### src/rtl/sai_pkg.sv
package sai_pkg;

  // Global register window
  localparam logic [11:0] GLOBAL_BASE = 12'h0f0;
  localparam logic [11:0] GLOBAL_LAST = 12'h0ff;

  // Host-visible offsets
  localparam logic [11:0] OFF_TXQ     = 12'h010;
  localparam logic [11:0] OFF_TXPKT   = 12'h011;
  localparam logic [11:0] OFF_RXPKT   = 12'h012;
  localparam logic [11:0] OFF_LAPS    = 12'h013;
  localparam logic [11:0] OFF_RXQ     = 12'h020;
  localparam logic [11:0] OFF_PRBS    = 12'h030;
  localparam logic [11:0] OFF_GSTAT   = 12'h0f4;
  localparam logic [11:0] OFF_GENABLE = 12'h0f5;

  // Receive queue latched layout
  localparam int RXQ_HIGH = 0;
  localparam int RXQ_LOW  = 1;
  localparam int RXQ_OVF  = 2;
  localparam int RXQ_FIFO = 3;
  // Receive queue enable layout (differs from latched)
  localparam int RXQ_EN_LOW  = 0;
  localparam int RXQ_EN_HIGH = 1;
  localparam int RXQ_EN_FIFO = 2;
  localparam int RXQ_EN_OVF  = 3;

  // Header check bits
  localparam int LAPS_ADDR      = 0;
  localparam int LAPS_CTRL      = 1;
  localparam int LAPS_SAPI_LOW  = 2;
  localparam int LAPS_SAPI_HIGH = 3;

  // Implemented bits per latched register
  localparam logic [7:0] MASK_TXQ   = 8'h0f;
  localparam logic [7:0] MASK_TXPKT = 8'h01;
  localparam logic [7:0] MASK_RXPKT = 8'hff;
  localparam logic [7:0] MASK_LAPS  = 8'h0f;
  localparam logic [7:0] MASK_RXQ   = 8'h0f;
  localparam logic [7:0] MASK_PRBS  = 8'h0f;

  localparam logic [7:0] RESET_BYTE = 8'h00;

  // Reset recovery time
  localparam int CLK_PERIOD_NS     = 4;
  localparam int RESET_RECOVERY_NS = 5000000;
  localparam int RESET_RECOVERY_CYCLES = (RESET_RECOVERY_NS + CLK_PERIOD_NS - 1) / CLK_PERIOD_NS;
  localparam int REC_CNT_W = 21;

  typedef enum logic [1:0] {REC_WAIT, REC_COUNT, REC_READY} sai_rec_e;

  typedef struct packed {
    logic [3:0] txq;
    logic       txpkt;
    logic [7:0] rxpkt;
    logic [3:0] rxq;
    logic [3:0] prbs;
  } sai_events_s;

  typedef struct packed {
    logic [7:0] address;
    logic [7:0] control;
    logic [7:0] sapi_high;
    logic [7:0] sapi_low;
  } sai_laps_hdr_s;

  typedef struct packed {
    logic [3:0] txq;
    logic       txpkt;
    logic [7:0] rxpkt;
    logic [3:0] laps;
    logic [3:0] rxq;
    logic [3:0] prbs;
  } sai_enables_s;

  // Bit 0 line, 1 system, 2 prbs, 3 queue
  typedef struct packed {
    logic queue;
    logic prbs;
    logic system;
    logic line;
  } sai_global_s;

endpackage

### src/rtl/sai_latch8.sv
`timescale 1ns/1ns
`default_nettype none
module sai_latch8 #(
  parameter logic [7:0] IMPL_MASK = 8'hff
) (
  input  wire logic       clk,
  input  wire logic       sys_rst,
  input  wire logic       clr_all,
  input  wire logic [7:0] set_bits,
  input  wire logic       wr_one_clr,
  input  wire logic [7:0] wr_data,
  input  wire logic       rd_clr,
  output logic      [7:0] bits
);

  typedef struct packed {
    logic [7:0] bits;
  } sai_latch_s;

  sai_latch_s state;
  sai_latch_s next_state;

  always_comb begin
    next_state = state;
    if (clr_all) begin
      next_state.bits = sai_pkg::RESET_BYTE;
    end else begin
      if (rd_clr) begin
        next_state.bits = sai_pkg::RESET_BYTE;
      end
      if (wr_one_clr) begin
        next_state.bits = next_state.bits & ~wr_data;
      end
      // New events beat a same-cycle read or write-one clear, not clr_all; set regardless of enables
      next_state.bits = next_state.bits | set_bits;
    end
    next_state.bits = next_state.bits & IMPL_MASK;
  end

  always_ff @(posedge clk or posedge sys_rst) begin
    if (sys_rst) begin
      state <= '0;
    end else begin
      state <= next_state;
    end
  end

  assign bits = state.bits;

endmodule
`default_nettype wire

### src/rtl/sai_irq_pin.sv
`timescale 1ns/1ns
`default_nettype none
module sai_irq_pin (
  input  wire logic                clk,
  input  wire logic                sys_rst,
  input  wire logic                hold_off,
  input  wire sai_pkg::sai_global_s gstat,
  input  wire sai_pkg::sai_global_s genable,
  input  wire logic                idle_drive,
  output logic                     irq_n_out,
  output logic                     irq_n_oe,
  output logic                     irq_active
);

  typedef struct packed {
    logic asserted;
    logic drive_idle;
  } sai_pin_s;

  sai_pin_s state;
  sai_pin_s next_state;

  always_comb begin
    next_state            = state;
    next_state.drive_idle = idle_drive;
    if (hold_off) begin
      next_state.asserted = 1'b0;
    end else begin
      next_state.asserted = |(gstat & genable);
    end
  end

  always_ff @(posedge clk or posedge sys_rst) begin
    if (sys_rst) begin
      state <= '0;
    end else begin
      state <= next_state;
    end
  end

  // Active low; when idle, either released for a pull-up or driven high
  assign irq_n_out  = ~state.asserted;
  assign irq_n_oe   = state.asserted | state.drive_idle;
  assign irq_active = state.asserted;

endmodule
`default_nettype wire

### src/rtl/sai_aggregator.sv
`timescale 1ns/1ns
`default_nettype none
module sai_aggregator #(
  parameter int RESET_RECOVERY_CYCLES = sai_pkg::RESET_RECOVERY_CYCLES
) (
  input  wire logic                  clk,
  input  wire logic                  sys_rst,
  input  wire logic                  global_reset_bit,
  input  wire logic                  serial_reset_bit,
  input  wire sai_pkg::sai_events_s  events,
  input  wire logic                  laps_hdr_valid,
  input  wire sai_pkg::sai_laps_hdr_s laps_hdr,
  input  wire sai_pkg::sai_laps_hdr_s expected_laps,
  input  wire sai_pkg::sai_enables_s irq_enables,
  input  wire sai_pkg::sai_global_s  global_enables,
  input  wire logic                  irq_idle_drive_select,
  input  wire logic [11:0]           host_addr,
  input  wire logic                  host_rd,
  input  wire logic                  host_wr,
  input  wire logic [7:0]            host_wdata,
  output logic      [7:0]            host_rdata,
  output logic                       host_rvalid,
  output sai_pkg::sai_global_s       global_status,
  output logic      [7:0]            tx_queue_latched_status,
  output logic      [7:0]            tx_packet_latched_status,
  output logic      [7:0]            rx_packet_latched_status,
  output logic      [7:0]            rx_laps_header_status,
  output logic      [7:0]            rx_queue_latched_status,
  output logic      [7:0]            prbs_latched_status,
  output logic                       irq_n_out,
  output logic                       irq_n_oe,
  output logic                       irq_active,
  output logic                       reset_recovery_done
);

  typedef struct packed {
    logic [7:0]                rdata;
    logic                      rvalid;
    sai_pkg::sai_global_s      gstat;
    sai_pkg::sai_rec_e         rec;
    logic [sai_pkg::REC_CNT_W-1:0] rec_cnt;
  } sai_top_s;

  localparam int REC_CNT_W = sai_pkg::REC_CNT_W;

  sai_top_s state;
  sai_top_s next_state;

  // Decoding used by every latched register
  function automatic logic hit(input logic [11:0] addr, input logic [11:0] off);
    hit = (addr == off);
  endfunction

  function automatic logic in_global(input logic [11:0] addr);
    in_global = (addr >= sai_pkg::GLOBAL_BASE) && (addr <= sai_pkg::GLOBAL_LAST);
  endfunction

  // Reorders receive queue enables into the latched layout
  function automatic logic [7:0] rxq_enable_map(input logic [3:0] en);
    logic [7:0] m;
    m = 8'h00;
    m[sai_pkg::RXQ_HIGH] = en[sai_pkg::RXQ_EN_HIGH];
    m[sai_pkg::RXQ_LOW]  = en[sai_pkg::RXQ_EN_LOW];
    m[sai_pkg::RXQ_OVF]  = en[sai_pkg::RXQ_EN_OVF];
    m[sai_pkg::RXQ_FIFO] = en[sai_pkg::RXQ_EN_FIFO];
    rxq_enable_map = m;
  endfunction

  logic       in_reset;
  logic       line_reset;
  logic [7:0] set_txq;
  logic [7:0] set_txpkt;
  logic [7:0] set_rxpkt;
  logic [7:0] set_laps;
  logic [7:0] set_rxq;
  logic [7:0] set_prbs;
  logic [5:0] wr_sel;
  logic [5:0] rd_sel;
  logic [7:0] en_txq;
  logic [7:0] en_txpkt;
  logic [7:0] en_rxpkt;
  logic [7:0] en_laps;
  logic [7:0] en_rxq;
  logic [7:0] en_prbs;
  logic       txq_pending;
  logic       txpkt_pending;
  logic       rxpkt_pending;
  logic       laps_pending;
  logic       rxq_pending;
  logic       prbs_pending;
  sai_pkg::sai_global_s live_gstat;

  // Software reset acts like the pin; serial reset hits line-side status only
  assign in_reset   = global_reset_bit;
  assign line_reset = global_reset_bit | serial_reset_bit;

  assign set_txq   = {4'h0, events.txq};
  assign set_txpkt = {7'h00, events.txpkt};
  assign set_rxpkt = events.rxpkt;
  assign set_rxq   = {4'h0, events.rxq};
  assign set_prbs  = {4'h0, events.prbs};

  always_comb begin
    set_laps = 8'h00;
    if (laps_hdr_valid) begin
      set_laps[sai_pkg::LAPS_ADDR]      = laps_hdr.address != expected_laps.address;
      set_laps[sai_pkg::LAPS_CTRL]      = laps_hdr.control != expected_laps.control;
      set_laps[sai_pkg::LAPS_SAPI_LOW]  = laps_hdr.sapi_low != expected_laps.sapi_low;
      set_laps[sai_pkg::LAPS_SAPI_HIGH] = laps_hdr.sapi_high != expected_laps.sapi_high;
    end
  end

  // Host strobes per latched register; order txq, txpkt, rxpkt, laps, rxq, prbs
  always_comb begin
    wr_sel = {hit(host_addr, sai_pkg::OFF_PRBS), hit(host_addr, sai_pkg::OFF_RXQ),
              hit(host_addr, sai_pkg::OFF_LAPS), hit(host_addr, sai_pkg::OFF_RXPKT),
              hit(host_addr, sai_pkg::OFF_TXPKT), hit(host_addr, sai_pkg::OFF_TXQ)};
    rd_sel = wr_sel & {6{host_rd}};
    wr_sel = wr_sel & {6{host_wr}};
  end

  sai_latch8 #(.IMPL_MASK(sai_pkg::MASK_TXQ)) u_txq (
    .clk        (clk),
    .sys_rst    (sys_rst),
    .clr_all    (line_reset),
    .set_bits   (set_txq),
    .wr_one_clr (wr_sel[0]),
    .wr_data    (host_wdata),
    .rd_clr     (rd_sel[0]),
    .bits       (tx_queue_latched_status)
  );

  sai_latch8 #(.IMPL_MASK(sai_pkg::MASK_TXPKT)) u_txpkt (
    .clk        (clk),
    .sys_rst    (sys_rst),
    .clr_all    (line_reset),
    .set_bits   (set_txpkt),
    .wr_one_clr (wr_sel[1]),
    .wr_data    (host_wdata),
    .rd_clr     (rd_sel[1]),
    .bits       (tx_packet_latched_status)
  );

  sai_latch8 #(.IMPL_MASK(sai_pkg::MASK_RXPKT)) u_rxpkt (
    .clk        (clk),
    .sys_rst    (sys_rst),
    .clr_all    (line_reset),
    .set_bits   (set_rxpkt),
    .wr_one_clr (wr_sel[2]),
    .wr_data    (host_wdata),
    .rd_clr     (rd_sel[2]),
    .bits       (rx_packet_latched_status)
  );

  sai_latch8 #(.IMPL_MASK(sai_pkg::MASK_LAPS)) u_laps (
    .clk        (clk),
    .sys_rst    (sys_rst),
    .clr_all    (line_reset),
    .set_bits   (set_laps),
    .wr_one_clr (wr_sel[3]),
    .wr_data    (host_wdata),
    .rd_clr     (rd_sel[3]),
    .bits       (rx_laps_header_status)
  );

  sai_latch8 #(.IMPL_MASK(sai_pkg::MASK_RXQ)) u_rxq (
    .clk        (clk),
    .sys_rst    (sys_rst),
    .clr_all    (in_reset),
    .set_bits   (set_rxq),
    .wr_one_clr (wr_sel[4]),
    .wr_data    (host_wdata),
    .rd_clr     (rd_sel[4]),
    .bits       (rx_queue_latched_status)
  );

  sai_latch8 #(.IMPL_MASK(sai_pkg::MASK_PRBS)) u_prbs (
    .clk        (clk),
    .sys_rst    (sys_rst),
    .clr_all    (in_reset),
    .set_bits   (set_prbs),
    .wr_one_clr (wr_sel[5]),
    .wr_data    (host_wdata),
    .rd_clr     (rd_sel[5]),
    .bits       (prbs_latched_status)
  );

  // Second level: enabled latched bits only
  assign en_txq   = {4'h0, irq_enables.txq};
  assign en_txpkt = {7'h00, irq_enables.txpkt};
  assign en_rxpkt = irq_enables.rxpkt;
  assign en_laps  = {4'h0, irq_enables.laps};
  assign en_rxq   = rxq_enable_map(irq_enables.rxq);
  assign en_prbs  = {4'h0, irq_enables.prbs};

  assign txq_pending   = |(tx_queue_latched_status & en_txq);
  assign txpkt_pending = |(tx_packet_latched_status & en_txpkt);
  assign rxpkt_pending = |(rx_packet_latched_status & en_rxpkt);
  assign laps_pending  = |(rx_laps_header_status & en_laps);
  assign rxq_pending   = |(rx_queue_latched_status & en_rxq);
  assign prbs_pending  = |(prbs_latched_status & en_prbs);

  always_comb begin
    live_gstat.line   = txq_pending | txpkt_pending | rxpkt_pending | laps_pending;
    live_gstat.system = rxq_pending;
    live_gstat.prbs   = prbs_pending;
    live_gstat.queue  = txpkt_pending | rxpkt_pending;
  end

  always_comb begin
    next_state        = state;
    next_state.rvalid = host_rd;
    // Recomputed every cycle, so it drops one cycle after the sources are serviced
    next_state.gstat  = in_reset ? '0 : live_gstat;
    if (host_rd) begin
      if (hit(host_addr, sai_pkg::OFF_TXQ)) begin
        next_state.rdata = tx_queue_latched_status;
      end else if (hit(host_addr, sai_pkg::OFF_TXPKT)) begin
        next_state.rdata = tx_packet_latched_status;
      end else if (hit(host_addr, sai_pkg::OFF_RXPKT)) begin
        next_state.rdata = rx_packet_latched_status;
      end else if (hit(host_addr, sai_pkg::OFF_LAPS)) begin
        next_state.rdata = rx_laps_header_status;
      end else if (hit(host_addr, sai_pkg::OFF_RXQ)) begin
        next_state.rdata = rx_queue_latched_status;
      end else if (hit(host_addr, sai_pkg::OFF_PRBS)) begin
        next_state.rdata = prbs_latched_status;
      end else if (in_global(host_addr) && hit(host_addr, sai_pkg::OFF_GSTAT)) begin
        next_state.rdata = {4'h0, state.gstat};
      end else if (in_global(host_addr) && hit(host_addr, sai_pkg::OFF_GENABLE)) begin
        next_state.rdata = {4'h0, global_enables};
      end else begin
        next_state.rdata = sai_pkg::RESET_BYTE;
      end
    end
    // Recovery timer tells the host when configuration may start
    case (state.rec)
      sai_pkg::REC_WAIT: begin
        next_state.rec_cnt = '0;
        if (!in_reset) begin
          next_state.rec = sai_pkg::REC_COUNT;
        end
      end
      sai_pkg::REC_COUNT: begin
        if (in_reset) begin
          next_state.rec = sai_pkg::REC_WAIT;
        end else if (state.rec_cnt == REC_CNT_W'(RESET_RECOVERY_CYCLES - 1)) begin
          next_state.rec = sai_pkg::REC_READY;
        end else begin
          next_state.rec_cnt = state.rec_cnt + 1'b1;
        end
      end
      sai_pkg::REC_READY: begin
        if (in_reset) begin
          next_state.rec = sai_pkg::REC_WAIT;
        end
      end
      default: begin
        next_state.rec = sai_pkg::REC_WAIT;
      end
    endcase
  end

  always_ff @(posedge clk or posedge sys_rst) begin
    if (sys_rst) begin
      state <= '{rdata: 8'h00, rvalid: 1'b0, gstat: '0, rec: sai_pkg::REC_WAIT, rec_cnt: '0};
    end else begin
      state <= next_state;
    end
  end

  sai_irq_pin u_pin (
    .clk        (clk),
    .sys_rst    (sys_rst),
    .hold_off   (in_reset),
    .gstat      (state.gstat),
    .genable    (global_enables),
    .idle_drive (irq_idle_drive_select),
    .irq_n_out  (irq_n_out),
    .irq_n_oe   (irq_n_oe),
    .irq_active (irq_active)
  );

  assign host_rdata          = state.rdata;
  assign host_rvalid         = state.rvalid;
  assign global_status       = state.gstat;
  assign reset_recovery_done = (state.rec == sai_pkg::REC_READY);

endmodule
`default_nettype wire

### config.mk
export PLATFORM = sky130hd
export DESIGN_NAME = sai_aggregator
export DESIGN_NICKNAME = d
export VERILOG_FILES = /design/src/rtl/sai_pkg.sv /design/src/rtl/sai_latch8.sv /design/src/rtl/sai_irq_pin.sv /design/src/rtl/sai_aggregator.sv
export SDC_FILE = /design/constraint.sdc
export NUM_CORES = 1
export LEC_CHECK = 0
export BUFFER_PORTS_ARGS = -buffer_cell sky130_fd_sc_hd__buf_2
export CAP_MARGIN = 25
export CELL_PAD_IN_SITES_DETAIL_PLACEMENT = 0
export CELL_PAD_IN_SITES_GLOBAL_PLACEMENT = 1
export CORE_MARGIN = 3
export CORE_UTILIZATION = 36
export CTS_BUF_LIST = sky130_fd_sc_hd__clkbuf_2 sky130_fd_sc_hd__clkbuf_4 sky130_fd_sc_hd__clkbuf_8
export CTS_CLUSTER_SIZE = 14
export DETAILED_ROUTE_END_ITERATION = 16
export MAX_ROUTING_LAYER = met4
export PLACE_DENSITY = 0.89
export SKIP_CTS_REPAIR_TIMING = 1
export SYNTH_ARGS = -nofsm -noshare
export SYNTH_HDL_FRONTEND = slang
export SYNTH_SLANG_ARGS = --single-unit
### constraint.sdc
create_clock -name clk -period 3.24 [get_ports clk]
set_input_delay 0.324 -clock clk [delete_from_list [all_inputs] [get_ports clk]]
set_output_delay 0.324 -clock clk [all_outputs]
set_load 0.02 [all_outputs]
# Yosys cells after proc, flatten, opt, wreduce, memory -nomap -nowiden
# Index checks and enable logic that the tools add are counted.
# totals
reg_bits	63
input_bits	142
out_inout_bits	65
wordCells	131
# classes
addsub	1
magnitude_cmp	2
eq_ne	20
n_mux	49
n_bitwise	29
reduce_logical	14
# op_table
operator	n
2-to-1 mux 4 bit	27
2-to-1 mux 8 bit	8
equality test 12 x 5 -> 1 bit, second input constant	4
OR reduction 8 bit	6
2-to-1 mux 21 bit	2
case mux 21 bit (2 select lines)	1
bitwise AND 4 bit	9
!= test 8 bit	4
equality test 12 x 6 -> 1 bit, second input constant	2
equality test 12 x 8 -> 1 bit, second input constant	2
adder 21 x 1 -> 21 bit, second input constant	1
equality test 21 bit, second input constant	1
bitwise AND 8 bit	2
bitwise OR 4 bit	4
bitwise AND 6 bit	2
>= comparator 12 x 8 -> 1 bit, second input constant	1
less-or-equal comparator 12 x 8 -> 1 bit, second input constant	1
2-to-1 mux 2 bit	4
!= test 2 bit, second input constant	4
inverter 8 bit	1
bitwise OR 8 bit	1
bitwise OR 1 bit	7
2-to-1 mux 1 bit	6
case mux 2 bit (3 select lines)	1
other kinds (10)	14

# Logic depth before layout (Yosys ltp)
# depth
depth_word	11
depth_mapped	7
depth_no_buf	6

# By module
# Synthesis repeated with hierarchy kept, for this count alone.
# unflattened
hier_cells	502
area_unflattened_um2	4306.6
# by_module_without_submodules
module	instances	cells_per_inst	area_per_inst_um2	seq_area_each_um2
sai_aggregator	1	352	3001.6	900.9
sai_latch8 (u_laps ...)	4	23	196.4	100.1
sai_latch8 (u_rxpkt)	1	36	332.8	200.2
sai_latch8 (u_txpkt)	1	14	102.6	25.0
sai_irq_pin	1	8	83.8	50.0

# Least setup slack after synthesis
# OpenSTA, ideal clock, no wires.
# synth_timing
kind	input to register
from	input host_addr[8]
to	register u_rxpkt.state, in the netlist u_rxpkt.bits[1]
setup_time_ns	0.122
arrival_time_ns	1.817
required_ns	3.118
slack_ns	1.302
cell_stages	6
path_buffers	1
cell_sequence	or4_4 nor4_4 and3_1 buf_4 nand2_1 a32o_1
# synth_lines
item	line	rtl
from (decl)	sai_aggregator.sv:17	input wire logic [11:0] host_addr,
to (signal assigned)	sai_latch8.sv:44	state <= next_state;
to (decl)	sai_latch8.sv:20	sai_latch_s state;

# Worst setup path in the final report
# layout_timing
from	register state[15] (netlist bit)
to	register state[6] (netlist bit)
# layout_between
elab_chain_cells	3
# layout_rtl
item	line	rtl
from (decl)	sai_aggregator.sv:46	sai_top_s state;
from (signal assigned)	sai_aggregator.sv:266	state <= '{rdata: 8'h00, rvalid: 1'b0, gstat: '0, rec: sai_pkg::REC_WAIT, rec_cnt: '0};
from (signal assigned)	sai_aggregator.sv:268	state <= next_state;
equality test 21 bit	sai_aggregator.sv:247	end else if (state.rec_cnt == REC_CNT_W'(RESET_RECOVERY_CYCLES - 1)) begin
!= test 2 bit (no line)	--	
AND reduction 3 bit (no line)	--	
# No other way between the ends.
# A chain may end at the register's enable or synchronous reset.

==> reports/results.ini <==
[logic_synthesis]
synthTopCellsByArea = dfrtp_1, xnor2_1, buf_4
synthFlopType = dfrtp_1
synth_top_area_cell = dfrtp_1
yosysWarnings = 0
synth_seq_area_share_pct = 39.42
synth.avg_cell_area_um2 = 8.986
synth_cell_types = 63
ys_seq_elements = 63
syn-cell-area_um2 = 3999
synthMostInstantiatedCell = dfrtp_1
synth-edff-count = 0
synth_common_cells = dfrtp_1, xnor2_1, buf_4
synth_top_area_share_pct = 39.42
synthCells = 445
synth-async-reset-ratio_pct = 100.0

[routing]
avgViaCountPerCell = 5.149
vias = 3882
firstDrtPassIters = 4
drc_errors = 0
wl_per_cell_um = 16.26
drtAntennaViolNets = 0
first_iter_violations = 260
finalWirelength_um = 12260

[worst_setup_path]
r2r_start = state[15]$_DFFE_PP0P_
r2r_cells = 5
crit_fanout = 7
r2r_end = state[6]$_DFFE_PP0P_
crit_required_ps = 3450
crit_path_end_kind = register
rrSetupSlack_ps = 1150
worst_setup_path_start_kind = register
arrival_ps = 2300
crit_path_start = state[15]$_DFFE_PP0P_
critPathKind = reg2reg

[global_route]
grt_pass1_wl_um = 19210
antenna_found_initial = 0
grt_max_degree = 42
grt_overflow = 0
grt_pass1_vias = 3830
grt.total_usage_pct = 19.65

[clocking]
clk_pin_slew_ps = 80
cts_buffers = 9
root_buffer = clkbuf_8
clock_path_buffers = 2
clock_sinks = 63
clkLatencyLatePin_ps = 360
h-tree-depth = 3
cts_tree = built

[floorplanning]
die_area_um2 = 12410
num_rows = 37
die_w_um = 111.4
core-area_um2 = 10560
dieHeight_um = 111.4
io_pins = 207
initial_core_util_pct = 37.89

[worst_hold_path]
holdCritStartpoint = irq_idle_drive_select
min_to = u_pin.state[0]$_DFF_PP0_
min_path_type = in2reg
holdPathStages = 1

[layout]
n_fill_cell = 1052
instances_no_fill = 754
diodes = 0
multiInputGateArea_um2 = 2113
area_growth_pct = 26.10
nNetsFinal = 756
stdcell_area_um2 = 5042
drive_above_1_share_pct = 34.95
regArea_um2 = 1577
final_util_pct = 47.77

[timing]
slew_headroom_pct = 40.35
setup_tns_ps = 0
hold_viol = 0
fmax_ghz = 0.4793
finalSetupViolations = 0
skew_ps = 13.65
holdWs_ps = 76.99
layout_min_cycle_time_ps = 2086
rsz0062_at_grt = no
slew_violations = 0
period_share_pct = 64.40
worstMarginPinSlew_ps = 893.4

[place]
io_buffers = 183
place_hpwl_um = 9843
dp.cells = 738
dpl-instance-area_um2 = 4858
gp_congestion = 0.8501

[run_status]
outcome = complete, no violations

[power]
power.density_nw_per_um2 = 365.2
ir_drop_mv = 0.1668
leakagePower_nw = 2.328

[job]
max_cap_viol_count = 0

## critical path, stage by stage (launching register included)
cell and delay [ps]:
dfrtp_1 430, or4b_1 560, nor4_2 440, and2_1 310, or4_1 150, a21oi_1 60
## registers in the layout (all words and copies together) (netlist names)
name / cells
global_status: 4
host_rdata: 8
host_rvalid: 1
state: 23
u_laps.bits: 4
u_pin.irq_active: 1
u_pin.state: 1
u_prbs.bits: 4
u_rxpkt.bits: 8
u_rxq.bits: 4
u_txpkt.bits: 1
u_txq.bits: 4
## how the worst max path moves through the flow
stage,to,slack (ps)
2_1_floorplan,u_rxpkt.bits[1]$_DFF_PP0_,1300
3_3_place_gp,u_rxpkt.bits[5]$_DFF_PP0_,1060
3_5_place_dp,u_rxpkt.bits[6]$_DFF_PP0_,970
4_1_cts,state[6]$_DFFE_PP0P_,1170
5_1_grt,state[6]$_DFFE_PP0P_,1040
6_report,state[6]$_DFFE_PP0P_,1150
## cells by family after synthesis
kind of cell / synth area share [%]
flops: 39.42
compound gates: 19.15
xor+xnor: 10.29
buf+inv: 9.793
mux: 0.2503
other cells: 0.09378
fa+ha+maj: 0.3128
simple gates: 20.68
## placed cells by master (no fill, tap or decap), types with 3 or more instances in the layout
| master | instances |
|---|---|
| buf_2 | 183 |
| dfrtp_1 | 63 |
| xnor2_1 | 44 |
| a21oi_1 | 34 |
| nand2_1 | 34 |
| nor2_1 | 29 |
| o21ai_0 | 25 |
| conb_1 | 23 |
| inv_1 | 17 |
| nand4_1 | 14 |
| a22oi_1 | 13 |
| nand3_1 | 11 |
| clkbuf_8 | 10 |
| nor3_1 | 9 |
| a32o_1 | 9 |
| nand2b_1 | 6 |
| nor2b_1 | 5 |
| or2_2 | 5 |
| a22o_1 | 5 |
| or4_1 | 4 |
| a211oi_1 | 4 |
| or3_1 | 4 |
| and3_1 | 4 |
| and2_1 | 3 |
| o2111ai_1 | 3 |
| nor3b_1 | 3 |
| o22ai_1 | 3 |
| xor2_1 | 3 |
| clkinv_4 | 3 |
## report_power, final
group	leakage [nW]	internal (mW)	switching, mW
logic	1.40	0.151	0.208
clock network	0.0885	0.300	0.333
registers	0.842	0.815	0.0340
total	2.33	1.27	0.575
## area by class of cell
| type | instances | share of cell area [%] |
|---|---|---|
| Multi-Input combinational cell | 336 | 41.91 |
| Sequential cell | 63 | 31.27 |
| Timing Repair Buffer | 185 | 18.46 |
| Tap cell | 136 | 3.375 |
| Clock buffer | 10 | 2.730 |
| Inverter | 18 | 1.340 |
| Clock inverter | 6 | 0.9181 |
## through the flow
stage          total power, mW  worst slack [ps]
2_1_floorplan            1.077              1302
3_3_place_gp             1.217              1061
3_5_place_dp             1.224             965.7
4_1_cts                  1.859              1173
5_1_grt                  1.925              1039
6_report                 1.841              1154
## routing by layer
layer	wire length (um)	up-vias	GRT usage, %
met2	6153	141	32.49
met3	683	12	3.098
met1	5248	1843	25.09
met5	0	-	-
li1	-	1886	-
met4	174	0	5.596
No activity file was read; power rests on OpenSTA's default activity.
